**src/adc_readout_defines.vh**
```
// Constants for the serial readout and mode selection of the converter.
// Assumes a 20 MHz system clock; the conversion count is in cycles of that clock, readout counts in serial clock falls.
`ifndef ADC_READOUT_DEFINES_VH
`define ADC_READOUT_DEFINES_VH

// ----------------------------------------------------------------------
// Timing
// ----------------------------------------------------------------------
`define CLK_PERIOD_NS   50
`define CONV_TIME_NS    1400
`define CONV_CYCLES     ((`CONV_TIME_NS + `CLK_PERIOD_NS - 1) / `CLK_PERIOD_NS)
`define CONV_CNT_W      6

// ----------------------------------------------------------------------
// Data word and readout counts
// ----------------------------------------------------------------------
`define WORD_W          16
`define FALLS_PLAIN     5'h10
`define FALLS_BUSY      5'h11
`define FALL_CNT_W      5
`define BUSY_BIT_LEVEL  1'h0
`define FIFO_DEPTH      16
`define FIFO_ADDR_W     4

// ----------------------------------------------------------------------
// Conversion state codes
// ----------------------------------------------------------------------
`define ST_IDLE         2'h0
`define ST_CONV         2'h1
`define ST_STORE        2'h2

`endif

```
**src/adc_serial_readout.v**
```verilog
// Serial result readout and interface mode selection of a 16-bit converter.
// Assumes start, serial input and serial clock pins arrive asynchronously;
// the result code comes from the converter core on the same clock.
`timescale 1ns/100ps
`include "adc_readout_defines.vh"

module adc_serial_readout
(
    // Clock and reset
    input  wire                clock,
    input  wire                rst_n,
    // Converter core
    input  wire [`WORD_W-1:0]  resultCode,
    // Pins from the host
    input  wire                convStartPin,
    input  wire                serialInPin,
    input  wire                serialClkPin,
    // Serial output pin
    output reg                 serialOutPin,
    output reg                 serialOutEn,
    // Status
    output reg                 convActive,
    output reg                 chainMode
);

    // ------------------------------------------------------------------
    // Pin synchronisers
    // ------------------------------------------------------------------
    reg  [1:0] startSync_q;
    reg  [1:0] sdiSync_q;
    reg  [1:0] sclkSync_q;
    reg        startPrev_q;
    reg        sclkPrev_q;
    reg        csPrev_q;

    wire startLvl  = startSync_q[1];
    wire sdiLvl    = sdiSync_q[1];
    wire sclkLvl   = sclkSync_q[1];
    wire startRise = startLvl & ~startPrev_q;
    wire sclkFall  = ~sclkLvl & sclkPrev_q;
    // Select is active low on either wiring: start in three-wire, input in four
    wire csN       = startLvl & sdiLvl;
    wire csFall    = ~csN & csPrev_q;

    // Two flops per pin, then edge history on the second stage
    always @(posedge clock)
    begin
        if (!rst_n)
        begin
            startSync_q <= 2'h0;
            sdiSync_q   <= 2'h0;
            sclkSync_q  <= 2'h0;
            startPrev_q <= 1'h0;
            sclkPrev_q  <= 1'h0;
            csPrev_q    <= 1'h0; // Same as csN after reset, no false fall
        end
        else
        begin
            startSync_q <= {startSync_q[0], convStartPin};
            sdiSync_q   <= {sdiSync_q[0], serialInPin};
            sclkSync_q  <= {sclkSync_q[0], serialClkPin};
            startPrev_q <= startLvl;
            sclkPrev_q  <= sclkLvl;
            csPrev_q    <= csN;
        end
    end

    // ------------------------------------------------------------------
    // Conversion timing
    // ------------------------------------------------------------------
    reg  [1:0]             convState_q;
    reg  [`CONV_CNT_W-1:0] convCnt_q;
    reg  [`WORD_W-1:0]     sampleHold_q;
    wire                   convIdle = (convState_q == `ST_IDLE);
    wire                   fifoInReady;
    wire                   fifoInValid = (convState_q == `ST_STORE);
    wire                   startEvt = startRise & convIdle;

    // Start edge samples the code; fixed count ends it; full buffer stalls
    always @(posedge clock)
    begin
        if (!rst_n)
        begin
            convState_q  <= `ST_IDLE;
            convCnt_q    <= {`CONV_CNT_W{1'b0}};
            sampleHold_q <= {`WORD_W{1'b0}};
            convActive   <= 1'h0;
        end
        else
        begin
            case (convState_q)
                `ST_IDLE:
                begin
                    if (startRise)
                    begin
                        sampleHold_q <= resultCode;
                        convCnt_q    <= {`CONV_CNT_W{1'b0}};
                        convState_q  <= `ST_CONV;
                        convActive   <= 1'h1;
                    end
                end
                `ST_CONV:
                begin
                    // Pins are not looked at while counting
                    if (convCnt_q == `CONV_CYCLES - 1)
                        convState_q <= `ST_STORE;
                    else
                        convCnt_q <= convCnt_q + 1'b1;
                end
                `ST_STORE:
                begin
                    if (fifoInReady)
                    begin
                        convState_q <= `ST_IDLE;
                        convActive  <= 1'h0;
                    end
                end
                default:
                begin
                    convState_q <= `ST_IDLE;
                    convActive  <= 1'h0;
                end
            endcase
        end
    end

    // ------------------------------------------------------------------
    // Result buffer
    // ------------------------------------------------------------------
    wire               fifoOutValid;
    wire [`WORD_W-1:0] fifoOutData;
    reg                live_q;
    wire               loadReady = ~live_q;
    wire               endEvt    = fifoOutValid & loadReady;

    sample_fifo
    #(
        .WIDTH  (`WORD_W),
        .DEPTH  (`FIFO_DEPTH),
        .ADDR_W (`FIFO_ADDR_W)
    )
    resultBuf
    (
        .clock    (clock),
        .rst_n    (rst_n),
        .inValid  (fifoInValid),
        .inReady  (fifoInReady),
        .inData   (sampleHold_q),
        .outValid (fifoOutValid),
        .outReady (loadReady),
        .outData  (fifoOutData)
    );

    // ------------------------------------------------------------------
    // Readout shifter
    // ------------------------------------------------------------------
    reg  [`WORD_W-1:0]    shift_q;
    reg  [`FALL_CNT_W-1:0] fallCnt_q;
    reg                   busyMode_q;
    reg                   busyPend_q;
    reg                   armed_q;
    wire [`FALL_CNT_W-1:0] fallNext = fallCnt_q + 1'b1;

    // Number of clock falls after which the output floats
    function [`FALL_CNT_W-1:0] fallLimit;
        input busy;
        begin
            fallLimit = busy ? `FALLS_BUSY : `FALLS_PLAIN;
        end
    endfunction

    // Mode pick, word load, and the per-fall shifting
    always @(posedge clock)
    begin
        if (!rst_n)
        begin
            shift_q      <= {`WORD_W{1'b0}};
            fallCnt_q    <= {`FALL_CNT_W{1'b0}};
            busyMode_q   <= 1'h0;
            busyPend_q   <= 1'h0;
            armed_q      <= 1'h0;
            live_q       <= 1'h0;
            chainMode    <= 1'h0;
            serialOutPin <= 1'h0;
            serialOutEn  <= 1'h0;
        end
        else if (startEvt)
        begin
            chainMode  <= ~sdiLvl;
            busyMode_q <= sclkLvl;
            live_q     <= 1'h0;
            armed_q    <= 1'h0;
            busyPend_q <= 1'h0;
            // Chain drives low at once; select modes float
            serialOutPin <= 1'h0;
            serialOutEn  <= ~sdiLvl;
        end
        else if (endEvt)
        begin
            shift_q   <= fifoOutData;
            fallCnt_q <= {`FALL_CNT_W{1'b0}};
            if (chainMode)
            begin
                live_q       <= 1'h1;
                busyPend_q   <= busyMode_q;
                serialOutEn  <= 1'h1;
                serialOutPin <= busyMode_q ? `BUSY_BIT_LEVEL
                                           : fifoOutData[`WORD_W-1];
            end
            else if (~csN)
            begin
                // Select still low at the end asks for the busy bit
                busyMode_q   <= 1'h1;
                busyPend_q   <= 1'h1;
                live_q       <= 1'h1;
                serialOutEn  <= 1'h1;
                serialOutPin <= `BUSY_BIT_LEVEL;
            end
            else
            begin
                busyMode_q <= 1'h0;
                armed_q    <= 1'h1;
            end
        end
        else if (chainMode)
        begin
            if (live_q & sclkFall)
            begin
                if (busyPend_q)
                begin
                    busyPend_q   <= 1'h0;
                    serialOutPin <= shift_q[`WORD_W-1];
                end
                else
                begin
                    // Upstream bit enters as ours leaves
                    shift_q      <= {shift_q[`WORD_W-2:0], sdiLvl};
                    serialOutPin <= shift_q[`WORD_W-2];
                end
            end
        end
        else if (armed_q & csFall)
        begin
            armed_q      <= 1'h0;
            live_q       <= 1'h1;
            serialOutEn  <= 1'h1;
            serialOutPin <= shift_q[`WORD_W-1];
        end
        else if (live_q & csN)
        begin
            live_q      <= 1'h0;
            serialOutEn <= 1'h0;
        end
        else if (live_q & sclkFall)
        begin
            fallCnt_q <= fallNext;
            if (fallNext == fallLimit(busyMode_q))
            begin
                live_q      <= 1'h0;
                serialOutEn <= 1'h0;
            end
            else if (busyPend_q)
            begin
                busyPend_q   <= 1'h0;
                serialOutPin <= shift_q[`WORD_W-1];
            end
            else
            begin
                shift_q      <= {shift_q[`WORD_W-2:0], 1'b0};
                serialOutPin <= shift_q[`WORD_W-2];
            end
        end
    end

endmodule

```
**src/sample_fifo.v**
```verilog
// Small first-in first-out buffer for conversion results.
// Assumes one clock; pushes and pops are valid/ready handshakes.
`timescale 1ns/100ps

module sample_fifo
#(
    parameter WIDTH  = 16,
    parameter DEPTH  = 16,
    parameter ADDR_W = 4
)
(
    // Clock and reset
    input  wire              clock,
    input  wire              rst_n,
    // Filling side
    input  wire              inValid,
    output wire              inReady,
    input  wire [WIDTH-1:0]  inData,
    // Draining side
    output wire              outValid,
    input  wire              outReady,
    output wire [WIDTH-1:0]  outData
);

    reg  [WIDTH-1:0]  mem [0:DEPTH-1];
    reg  [ADDR_W-1:0] wrPtr_q;
    reg  [ADDR_W-1:0] rdPtr_q;
    reg  [ADDR_W:0]   count_q;
    reg  [WIDTH-1:0]  outData_q;
    wire              doPush;
    wire              doPop;
    wire [ADDR_W-1:0] rdNext;

    // Handshake terms; full and empty come from the fill count
    assign inReady  = (count_q != DEPTH[ADDR_W:0]);
    assign outValid = (count_q != {(ADDR_W+1){1'b0}});
    assign doPush   = inValid & inReady;
    assign doPop    = outValid & outReady;
    assign rdNext   = doPop ? rdPtr_q + 1'b1 : rdPtr_q;
    assign outData  = outData_q;

    // Storage write
    always @(posedge clock)
    begin
        if (doPush)
            mem[wrPtr_q] <= inData;
    end

    // Head word register; a push into the next head slot is forwarded
    always @(posedge clock)
    begin
        if (doPush && (wrPtr_q == rdNext))
            outData_q <= inData;
        else
            outData_q <= mem[rdNext];
    end

    // Pointers and fill count
    always @(posedge clock)
    begin
        if (!rst_n)
        begin
            wrPtr_q <= {ADDR_W{1'b0}};
            rdPtr_q <= {ADDR_W{1'b0}};
            count_q <= {(ADDR_W+1){1'b0}};
        end
        else
        begin
            if (doPush)
                wrPtr_q <= wrPtr_q + 1'b1;
            if (doPop)
                rdPtr_q <= rdPtr_q + 1'b1;
            if (doPush & ~doPop)
                count_q <= count_q + 1'b1;
            else if (doPop & ~doPush)
                count_q <= count_q - 1'b1;
        end
    end

endmodule

```
**config.mk**
```make
export PLATFORM = sky130hd
export DESIGN_NAME = adc_serial_readout
export DESIGN_NICKNAME = d
export VERILOG_FILES = /design/src/adc_serial_readout.v /design/src/sample_fifo.v
export VERILOG_INCLUDE_DIRS = /design/src
export SDC_FILE = /design/constraint.sdc
export NUM_CORES = 1
export LEC_CHECK = 0
export BUFFER_PORTS_ARGS = -buffer_cell sky130_fd_sc_hd__buf_4
export CAP_MARGIN = 25
export CORE_UTILIZATION = 40
export DETAILED_ROUTE_END_ITERATION = 8
export GPL_TIMING_DRIVEN = 0
export PLACE_DENSITY_LB_ADDON = 0.15
export SLEW_MARGIN = 10
export SYNTH_ARGS = -nofsm -noshare
export SYNTH_HDL_FRONTEND = slang
export SYNTH_SLANG_ARGS = --single-unit
```
**constraint.sdc**
```tcl
create_clock -name clock -period 4.8 [get_ports clock]
set_input_delay 1.2 -clock clock [delete_from_list [all_inputs] [get_ports clock]]
set_output_delay 1.2 -clock clock [all_outputs]
set_load 0.005 [all_outputs]
```
==> results of run 1 <==
-- synth_stat cells, types with 2 or more instances --
cell type / number / share of area [%]
nand3b_1: 2 / 0.11
buf_2: 14 / 0.52
a21oi_1: 21 / 0.78
nor3_1: 9 / 0.33
a2111oi_0: 3 / 0.19
dfxtp_1: 79 / 12
nand4_1: 4 / 0.19
or3_1: 4 / 0.19
mux2_2: 17 / 1.4
xor2_1: 7 / 0.45
nor4b_1: 2 / 0.13
nor2_1: 31 / 0.86
nand3_1: 8 / 0.30
buf_4: 7 / 0.39
o32ai_1: 3 / 0.19
o21ai_0: 16 / 0.59
mux2i_1: 55 / 4.1
a22oi_1: 27 / 1.5
o211ai_1: 4 / 0.22
and3_1: 5 / 0.23
a211oi_1: 4 / 0.22
ha_1: 11 / 1.0
and2_1: 25 / 1.2
xnor2_1: 10 / 0.65
nand2b_1: 8 / 0.37
a31oi_1: 10 / 0.46
a21boi_0: 21 / 1.2
clkbuf_1: 23 / 0.64
nor3b_1: 2 / 0.11
inv_1: 9 / 0.25
o22ai_1: 16 / 0.74
nand2_1: 77 / 2.1
buf_6: 2 / 0.17
o32ai_2: 9 / 1.1
edfxtp_1: 256 / 57
mux4_2: 35 / 5.8
nor2b_1: 16 / 0.74
-- kinds of logic after synthesis --
| group | after synthesis | synth area share, % |
|---|---|---|
| mux | 107 | 11.35 |
| simple gates | 198 | 7.303 |
| compound gates | 147 | 8.231 |
| flops | 335 | 68.74 |
| fa+ha+maj | 12 | 1.169 |
| buf+inv | 57 | 2.106 |
| xor+xnor | 17 | 1.104 |
-- critical path, stage by stage (launching register included) --
cell,delay [ps]
dfxtp_1,350
nor3_2,410
a21oi_2,240
inv_1,180
buf_2,270
ha_1,280
inv_1,110
ha_1,320
nor2b_1,140
o21a_1,170
or3_1,300
a21oi_1,180
xor2_1,80
and2_1,150
-- layer usage --
layer	wire (um)	GRT usage, %
met1	14330	26.72
met2	14030	28.88
met3	1094	2.485
met4	652	5.443
met5	0	0
-- registers in the layout, summed over array words and instances, names as in the netlist, 4 cells and up, named ones only --
| register | flops |
|---|---|
| resultBuf.mem | 256 |
| sampleHold_q | 16 |
| shift_q | 16 |
| convCnt_q | 6 |
| fallCnt_q | 5 |
| resultBuf.count_q | 5 |
| resultBuf.rdPtr_q | 4 |
| resultBuf.wrPtr_q | 4 |
-- layout make-up --
type | instances | area (um^2) | area share, %
clock inverters | 16 | 130.1 | 0.8323
repair buffers | 43 | 430.4 | 2.753
plain buffers | 48 | 250.2 | 1.601
multi-input cells | 481 | 3986 | 25.50
clock buffers | 49 | 980.9 | 6.275
well taps | 442 | 553.0 | 3.537
inverters | 9 | 33.78 | 0.2161
flip-flops and latches | 335 | 9269 | 59.29
-- power by group through the flow --
stage          registers [mW]  logic (mW)  clock network (mW)
2_1_floorplan            3.37        1.33                   0
3_3_place_gp             3.40        1.76                   0
3_5_place_dp             3.40        1.77                   0
4_1_cts                  3.35        1.78                2.67
5_1_grt                  3.36        1.93                2.78
6_report                 3.35        1.76                2.61
-- per-stage QoR --
| step | area [um^2] | power, mW | hold WS, ps | worst slack [ps] | utilization (%) |
|---|---|---|---|---|---|
| global route | 15630 | 8.072 | 449.0 | 1256 | 47.57 |
| detailed placement | 14520 | 5.178 | 426.7 | 1557 | 44.19 |
| global placement | 14220 | 5.167 | 425.1 | 511.1 | 43.26 |
| floorplan | 13480 | 4.701 | 411.9 | 2044 | - |
| finish | 15630 | 7.715 | 436.7 | 1525 | 47.57 |
| CTS | 15630 | 7.798 | 440.6 | 1532 | 47.57 |
-- worst min path at each step --
stage	start	to	slack, ps	cells after the start
6_report	sdiSync_q[0]	sdiSync_q[1]	440	1
5_1_grt	sdiSync_q[0]	sdiSync_q[1]	450	1
4_1_cts	sdiSync_q[0]	sdiSync_q[1]	440	1
3_5_place_dp	sdiSync_q[0]	sdiSync_q[1]	430	1
3_3_place_gp	startSync_q[0]	startSync_q[1]	430	1
2_1_floorplan	sclkSync_q[0]	sclkSync_q[1]	410	1
-- cell usage in the layout, fill, tap and decap left out, drive strengths merged, types with 2 or more instances in the layout --
cell	count
o211ai	4
a31oi	10
and3	5
mux2	17
nor3	10
a21boi	21
and2	25
o22ai	16
nor4b	3
nand3	8
a211oi	4
nand3b	2
nor2b	16
o21ai	16
clkbuf	72
mux2i	55
a2111oi	3
edfxtp	256
xor2	7
nand2b	8
nor2	31
nand2	78
o32ai	13
buf	68
ha	11
mux4	35
nor3b	2
clkinv	12
nand4	4
or3	4
inv	11
dfxtp	79
xnor2	10
a21oi	22
a22oi	28
==> reports/results.ini, run 1 <==
[power_and_ir_drop]
swShare_pct=28.32
comb_power_share_pct=22.8
power_leakage_nw=5.153
power.density_nw_per_um2=493.5
ir_worst_vdd_uv=290.4
p_switching_mw=2.185
clkPwrFrac_pct=33.9
pwr-share-seq_pct=43.4
p_int_mw=5.530

[floorplanning]
ios=25
die-area_um2=34450
initial_core_util_pct=41.03
chipHeight_um=185.6
chipWidth_um=185.6
fp-row-count=66
core_area_um2=32870

[final_layout]
layout-drive-gt1-share_pct=20.29
area_growth_pct=15.94
antenna-diode-count=0
finalNonFillerCells=1423
nets=987
fillCellCount=2898

[worst_hold_path]
hp-class=reg -> reg

[synthesis]
syn_inst=873
async_reset_ff_share_pct=0
synth_edf_count=256
synth_seq_cells=335
syn-num-nets=906
synthFlopType=edfxtp_1
syn_area_per_cell_um2=15.45
synth_area_um2=13480
ys.warnings.count=0
synth-seq-area-share_pct=68.74
yosysUniqueCellTypes=58

[drt]
drt-total-wl_mm=30.11
vias_per_cell=5.285
firstDrtPassIters=5
ant_nets=0
drt_iter0_markers=555
drc=0
wl_per_cell_um=21.16
detailroute.via_count=7521

[global_route]
grt_pass1_wl_mm=46.26
antenna_found_initial=0
grt_usage_pct=18.43
grt_max_degree=18
grt-ovfl-total=0
first_global_vias=7484

[timing]
drv_slew=0
worst_pin_slew_ps=704.2
skew_ps=16.81
finalHoldViolCount=0
period_needed_ps=3275
setup_viol=0
rsz0062_at_grt=no
finalCritPeriodShare_pct=68.23
clock.fmax_mhz=305.3
tns_ps=0
relSlewSlack_pct=53.00

[cts]
root_buffer=clkbuf_16
cts_buffers=36
cts_resized=0
htreeDepth=2
cts_max_path_buffers=3
post_cts_buffers=0
cts_sinks=335
tritoncts=yes
clock_latency_ps=530
hold_buffers=0
clkTransAtPathRegs_ps=60

[setup_path]
cp.required_ps=5210
crit_path_end_kind=register
critPathLaunchType=register
path_class=reg -> reg
reg2reg_depth=13
crit_arrival_ps=3690
r2r_start=resultBuf.count_q[1]
crit_end=resultBuf.count_q[4]
crit_fanout=10
reg2reg_slack_ps=1520
crit_start=resultBuf.count_q[1]
r2r-end=resultBuf.count_q[4]

[place]
gp_congestion=0.8495
dp_hpwl_mm=20.79
port_buffers=24
placed_cells=1358

[job]
cap_viol_max_count=0

[outcome]
outcome=completed

Power figures use the tool's default switching activity.
==> run 2: changes to the inputs <==
==> constraint.sdc (replaced) <==
create_clock -name clock -period 3 [get_ports clock]
set_input_delay 0.75 -clock clock [delete_from_list [all_inputs] [get_ports clock]]
set_output_delay 0.75 -clock clock [all_outputs]
set_load 0.005 [all_outputs]
==> run 2 against run 1 <==
Against the previous run:
- hold slack got worse by 9.6 ps
- largest power group unchanged
- first-iteration DRC count rose by 1.1%
- combinational power is 64% higher
- clock power rose by 60%
- worst setup slack lost 1300 ps
- flip-flop and latch count did not move
- sequential power rose by 60%
- critical path type unchanged
- maximum frequency grew 18%
- wire length up 0.22%
- clock skew down 1.2 ps
- non-clock buffer count increased by 2
- die area unchanged
==> reports/results.ini, run 2 (same netlist as run 1, synthesis figures left out) <==
[outcome]
outcome=completed

[place]
dp_hpwl_mm=20.79  ; unchanged
gp_congestion=0.8495  ; unchanged
preCtsSetupSlack_ps=-243.1  ; -1800 ps
place_area_um2=14520  ; unchanged
port_buffers=24  ; unchanged
placed_cells=1358  ; unchanged

[cts]
root_buffer=clkbuf_16
clkTransAtPathRegs_ps=60  ; about the same
clock_latency_ps=530  ; about the same
cts_buffers=36  ; unchanged
cts_sinks=335  ; unchanged
cts_max_path_buffers=3  ; unchanged
htreeDepth=2  ; unchanged
hold_buffers=0  ; unchanged
tritoncts=yes

[timing]
worst_pin_slew_ps=723.0  ; +18.76 ps
drv_slew=0  ; unchanged
skew_ps=15.57  ; -1.246 ps
rsz0062_at_grt=no
fin_ws_ps=231.6  ; -1293 ps
finalCritPeriodShare_pct=92.28  ; +24 points
relSlewSlack_pct=51.75  ; -1.3 points
setup_viol=0  ; unchanged
period_needed_ps=2768  ; -506.8 ps
clock.fmax_mhz=361.2  ; +18%
finalHoldViolCount=0  ; unchanged

[final_layout]
top_regs=resultBuf.mem (256), sampleHold_q (16), shift_q (16)
area_growth_pct=16.36
largest-register=resultBuf.mem
finalInstanceArea_um2=15690  ; +0.36%
antenna-diode-count=0  ; unchanged
fillCellCount=2889  ; -0.31%
regArea_um2=9269  ; unchanged
largest_reg_flops=256  ; unchanged
nets=989  ; +0.20%
final_common_cell=edfxtp_1
utilization_pct=47.74  ; +0.17 points
layout-drive-gt1-share_pct=21.06  ; +0.77 points
multiInputGateArea_um2=4018  ; +0.78%
finalNonFillerCells=1425  ; +0.14%
final_cell_mix=edfxtp_1 (256), dfxtp_1 (79), nand2_1 (77)

[drt]
vias_per_cell=5.304  ; +0.35%
firstDrtPassIters=5  ; unchanged
drc=0  ; unchanged
drt_iter0_markers=561  ; +1.1%
wl_per_cell_um=21.17  ; about the same
ant_nets=0  ; unchanged
detailroute.via_count=7558  ; +0.49%
drt-total-wl_mm=30.17  ; +0.22%

[global_route]
gr-usage-met2_pct=29.03  ; +0.15 points
grt_pass1_wl_mm=46.35  ; +0.18%
grt_usage_pct=18.46  ; +0.031 points
antenna_found_initial=0  ; unchanged
top_usage_layer=met2
grt_max_degree=18  ; unchanged
grtUsageMet1_pct=26.74  ; about the same
grt-ovfl-total=0  ; unchanged
first_global_vias=7494  ; +0.13%
gr-usage-met3_pct=2.485  ; unchanged

[setup_path]
reg2reg_slack_ps=230  ; -1290 ps
crit_path_end_kind=register
path_cells=nor3_4 -> a21oi_4 -> inv_2 -> buf_6 -> ha_2 -> inv_1 -> ha_1 -> nor2b_1 -> o21a_1 -> or3_1 -> a21oi_1 -> xor2_1 -> and2_1
crit_arrival_ps=3180  ; -510 ps
cp_top_family=simple AND/OR/NAND/NOR gates
cp.required_ps=3420  ; -1790 ps
worstPathBufferInverterCount=3  ; unchanged
critPathLaunchType=register
cpPeakStageDelay_ps=360  ; -50 ps
slowest_stage=dfxtp_1
crit_fanout=10  ; unchanged
path_class=reg -> reg

[floorplanning]
chipWidth_um=185.6  ; unchanged
die-area_um2=34450  ; unchanged
fp-row-count=66  ; unchanged
ios=25  ; unchanged
chipHeight_um=185.6  ; unchanged
core_area_um2=32870  ; unchanged
initial_core_util_pct=41.03  ; unchanged

[power_and_ir_drop]
report.power.total_mw=12.43  ; +61%
ir_worst_vdd_uv=464.8  ; +60%
power_leakage_nw=5.169  ; +0.29%
power.density_nw_per_um2=792.0  ; +60%

[worst_hold_path]
hp-class=in -> reg

[job]
cap_viol_max_count=0  ; unchanged

-- run 2: repair_timing --
item	in CTS	in global routing
gates cloned	0	0
pin swaps	1	3
setup endpoints to repair	1	1
buffers inserted	1	2
gates resized for setup	4	8
-- run 2: worst register-to-register path, stage by stage (launching register included) --
cell and delay [ps]:
dfxtp_1 360, nor3_4 300, a21oi_4 100, inv_2 100, buf_6 160, ha_2 230, inv_1 90, ha_1 320
nor2b_1 140, o21a_1 170, or3_1 300, a21oi_1 180, xor2_1 80, and2_1 150
-- run 2: cell type report --
class / instances / share of cell area, %
Multi-Input combinational cell: 481 / 25.61
Inverter: 9 / 0.2153
Timing Repair Buffer: 46 / 2.887
Clock inverter: 16 / 0.8293
Clock buffer: 49 / 6.252
Tap cell: 442 / 3.525
Sequential cell: 335 / 59.08
Buffer: 47 / 1.611
-- run 2: per-stage QoR --
stage               hold slack (ps)  setup TNS, ps
global placement              425.1        -133150
CTS                           408.3              0
detailed placement            426.7         -243.1
finish                        427.1              0
global route                  416.2              0
floorplan                     411.9              0
-- run 2: path summary, 6_finish.rpt --
kind                        start              endpoint  cells after the start
max          resultBuf.count_q[1]  resultBuf.count_q[4]                     13
min                  serialClkPin         sclkSync_q[0]                      2
max reg2reg  resultBuf.count_q[1]  resultBuf.count_q[4]                     13
min reg2reg          sdiSync_q[0]          sdiSync_q[1]                      1
-- run 2: where the power goes --
part | switching [mW] | internal (mW)
registers | 0.185 | 5.18
clock network | 1.78 | 2.40
logic | 1.56 | 1.32
total | 3.53 | 8.90
-- run 2: metal layers --
layer | part of all wire [%] | wire, um
met1 | 47 | 14230
met3 | 4.0 | 1220
met4 | 2.3 | 679
met5 | 0 | 0
met2 | 47 | 14050
==> run 3: changes to the inputs <==
--- a/config.mk
+++ b/config.mk
@@ -10,8 +10,8 @@
 export CAP_MARGIN = 25
 export CORE_UTILIZATION = 40
 export DETAILED_ROUTE_END_ITERATION = 8
-export GPL_TIMING_DRIVEN = 0
 export PLACE_DENSITY_LB_ADDON = 0.15
+export REMOVE_ABC_BUFFERS = 1
 export SLEW_MARGIN = 10
 export SYNTH_ARGS = -nofsm -noshare
 export SYNTH_HDL_FRONTEND = slang
==> run 3 against run 2 <==
Against the previous run:
- total power decreased by 3.0%
- first-iteration DRC count fell by 29%
- non-clock buffer count decreased by 32
- combinational power shrank 11%
- clock power is 3% lower
- largest cell class unchanged
- hold slack improved by 13 ps
==> reports/results.ini, run 3 (same netlist as run 1, synthesis figures left out) <==
[drt]
vias_per_cell=5.197  ; -2.0%
detailroute.via_count=7239  ; -4.2%
drt_iter0_markers=400  ; -29%
firstDrtPassIters=4  ; -1
drt-total-wl_mm=27.71  ; -8.2%
wl_per_cell_um=19.89  ; -6.0%
drc=0  ; unchanged
ant_nets=0  ; unchanged

[final_layout]
nets=957  ; -3.2%
final_common_cell=edfxtp_1
final_cell_mix=edfxtp_1 (256), nand2_1 (77), dfxtp_1 (77)
top_regs=resultBuf.mem (256), sampleHold_q (16), shift_q (16)
area_growth_pct=14.32
utilization_pct=46.90  ; -0.84 points
layout-drive-gt1-share_pct=20.61  ; -0.45 points
antenna-diode-count=0  ; unchanged
largest-register=resultBuf.mem
fillCellCount=2958  ; +2.4%
largest_reg_flops=256  ; unchanged

[job]
cap_viol_max_count=0  ; unchanged

[timing]
clock.fmax_mhz=365.3  ; +1.1%
skew_ps=18.61  ; +3.047 ps
finalCritPeriodShare_pct=91.25  ; -1.0 points
finalHoldViolCount=0  ; unchanged
worst_pin_slew_ps=827.4  ; +104.4 ps
drv_slew=0  ; unchanged
relSlewSlack_pct=44.77  ; -7.0 points
setup_viol=0  ; unchanged
fin_ws_ps=262.4  ; +30.80 ps
period_needed_ps=2738  ; -30.80 ps
rsz0062_at_grt=no

[power_and_ir_drop]
power_leakage_nw=5.061  ; -2.1%
power.density_nw_per_um2=781.8  ; -1.3%
comb_power_share_pct=21.2  ; -2.0 points
clkPwrFrac_pct=33.5  ; about the same
pwr-share-seq_pct=45.3  ; +2.2 points
ir_worst_vdd_uv=436.4  ; -6.1%
p_switching_mw=3.297  ; -6.5%
swShare_pct=27.36  ; -1.0 points
p_int_mw=8.755  ; -1.6%

[floorplanning]
chipHeight_um=185.6  ; unchanged
ios=25  ; unchanged
core_area_um2=32870  ; unchanged
chipWidth_um=185.6  ; unchanged
fp-row-count=66  ; unchanged
die-area_um2=34450  ; unchanged
initial_core_util_pct=41.03  ; unchanged

[setup_path]
slowest_stage=dfxtp_1
critPathLaunchType=register
path_class=reg -> reg
cp.required_ps=3410  ; about the same
cpPeakStageDelay_ps=360  ; about the same
path_cells=nor3_4 -> and3_1 -> nor2b_1 -> ha_1 -> inv_1 -> ha_1 -> nor2b_1 -> o21a_1 -> or3_1 -> a21oi_1 -> xor2_1 -> and2_1
crit_path_end_kind=register
crit_arrival_ps=3150  ; -30 ps
crit_fanout=6  ; -4

[cts]
cts_max_path_buffers=3  ; unchanged
tritoncts=yes
cts_sinks=335  ; unchanged
cts_buffers=36  ; unchanged
htreeDepth=2  ; unchanged
clkTransAtPathRegs_ps=60  ; about the same
post_cts_buffers=0  ; -1
hold_buffers=0  ; unchanged
clock_latency_ps=520  ; about the same
root_buffer=clkbuf_16

[global_route]
antenna_found_initial=0  ; unchanged
first_global_vias=7170  ; -4.3%
grt-ovfl-total=0  ; unchanged
grt_usage_pct=16.59  ; -1.9 points
grt_max_degree=41  ; +23
grt_pass1_wl_mm=42.38  ; -8.6%

[worst_hold_path]
hp-class=reg -> reg

[place]
preCtsSetupSlack_ps=191.3  ; +434.4 ps
port_buffers=24  ; unchanged
gp_congestion=0.7533  ; -11%
dp_hpwl_mm=17.28  ; -17%

[outcome]
outcome=completed

[run 3: changes by cell type in the layout (fill, tap and decap cells not counted), sizes merged]
cell and delta:
buf -10, clkinv -3, clkinvlp -1, bufinv -1
inv -1, clkbuf -16
[run 3: area by class of cell]
class                   instances  area [um^2]  share of cell area [%]
clock inverters                10        61.31                  0.3977
clock buffers                  55         1016                   6.591
flip-flops and latches        335         9274                   60.16
multi-input cells             481         3994                   25.91
well taps                     442        553.0                   3.588
inverters                       9        33.78                  0.2192
repair buffers                 61        483.0                   3.133
[run 3: path summary, 6_finish.rpt]
kind | from | end | slack (ps) | cells after the start
hold / removal | sclkSync_q[0] | sclkSync_q[1] | 440 | 1
setup / recovery | resultBuf.count_q[1] | resultBuf.count_q[4] | 260 | 12
setup reg to reg | resultBuf.count_q[1] | resultBuf.count_q[4] | 260 | 12
hold reg to reg | sclkSync_q[0] | sclkSync_q[1] | 440 | 1
[run 3: power by group through the flow]
stage	Sequential, mW	Combinational (mW)	Clock (mW)
after floorplan	5.63	1.80	0
after global placement	5.56	2.57	0
after detailed placement	5.55	2.58	0
after global routing	5.50	2.80	4.33
after CTS	5.47	2.59	4.14
final	5.46	2.55	4.04
[run 3: timing repair]
| action | in CTS | in global routing |
|---|---|---|
| resized for setup | 0 | 1 |
| endpoints found under the setup margin | 0 | 1 |
| endpoints found under the hold margin | 0 | 0 |
[run 3: worst max-delay path: cells and delay by family, from the launching register on]
family | cells | cell delay, ps
flops | 1 | 360
simple gates | 6 | 1220
buf+inv | 1 | 120
compound gates | 2 | 350
fa+ha+maj | 2 | 510
xor+xnor | 1 | 80
[run 3: through the flow]
step	instances	setup TNS [ps]	area (um^2)	power (mW)	hold slack, ps
6_report	1393	0	15410	12.05	440.5
5_1_grt	1393	0	15410	12.64	438.4
4_1_cts	1393	0	15410	12.19	425.6
3_5_place_dp	1328	0	14330	8.136	422.6
3_3_place_gp	1328	0	14330	8.128	414.7
2_1_floorplan	825	-16630	13230	7.425	411.8
[run 3: per-layer routing]
metal / part of all wire (%) / vias up / GRT usage, % / wire length, um
li1: - / 3467 / - / -
met1: 48 / 3616 / 23.62 / 13430
met2: 47 / 119 / 26.41 / 12920
met3: 3.3 / 37 / 2.524 / 922
met4: 1.6 / 0 / 4.525 / 439
met5: 0 / - / 0 / 0
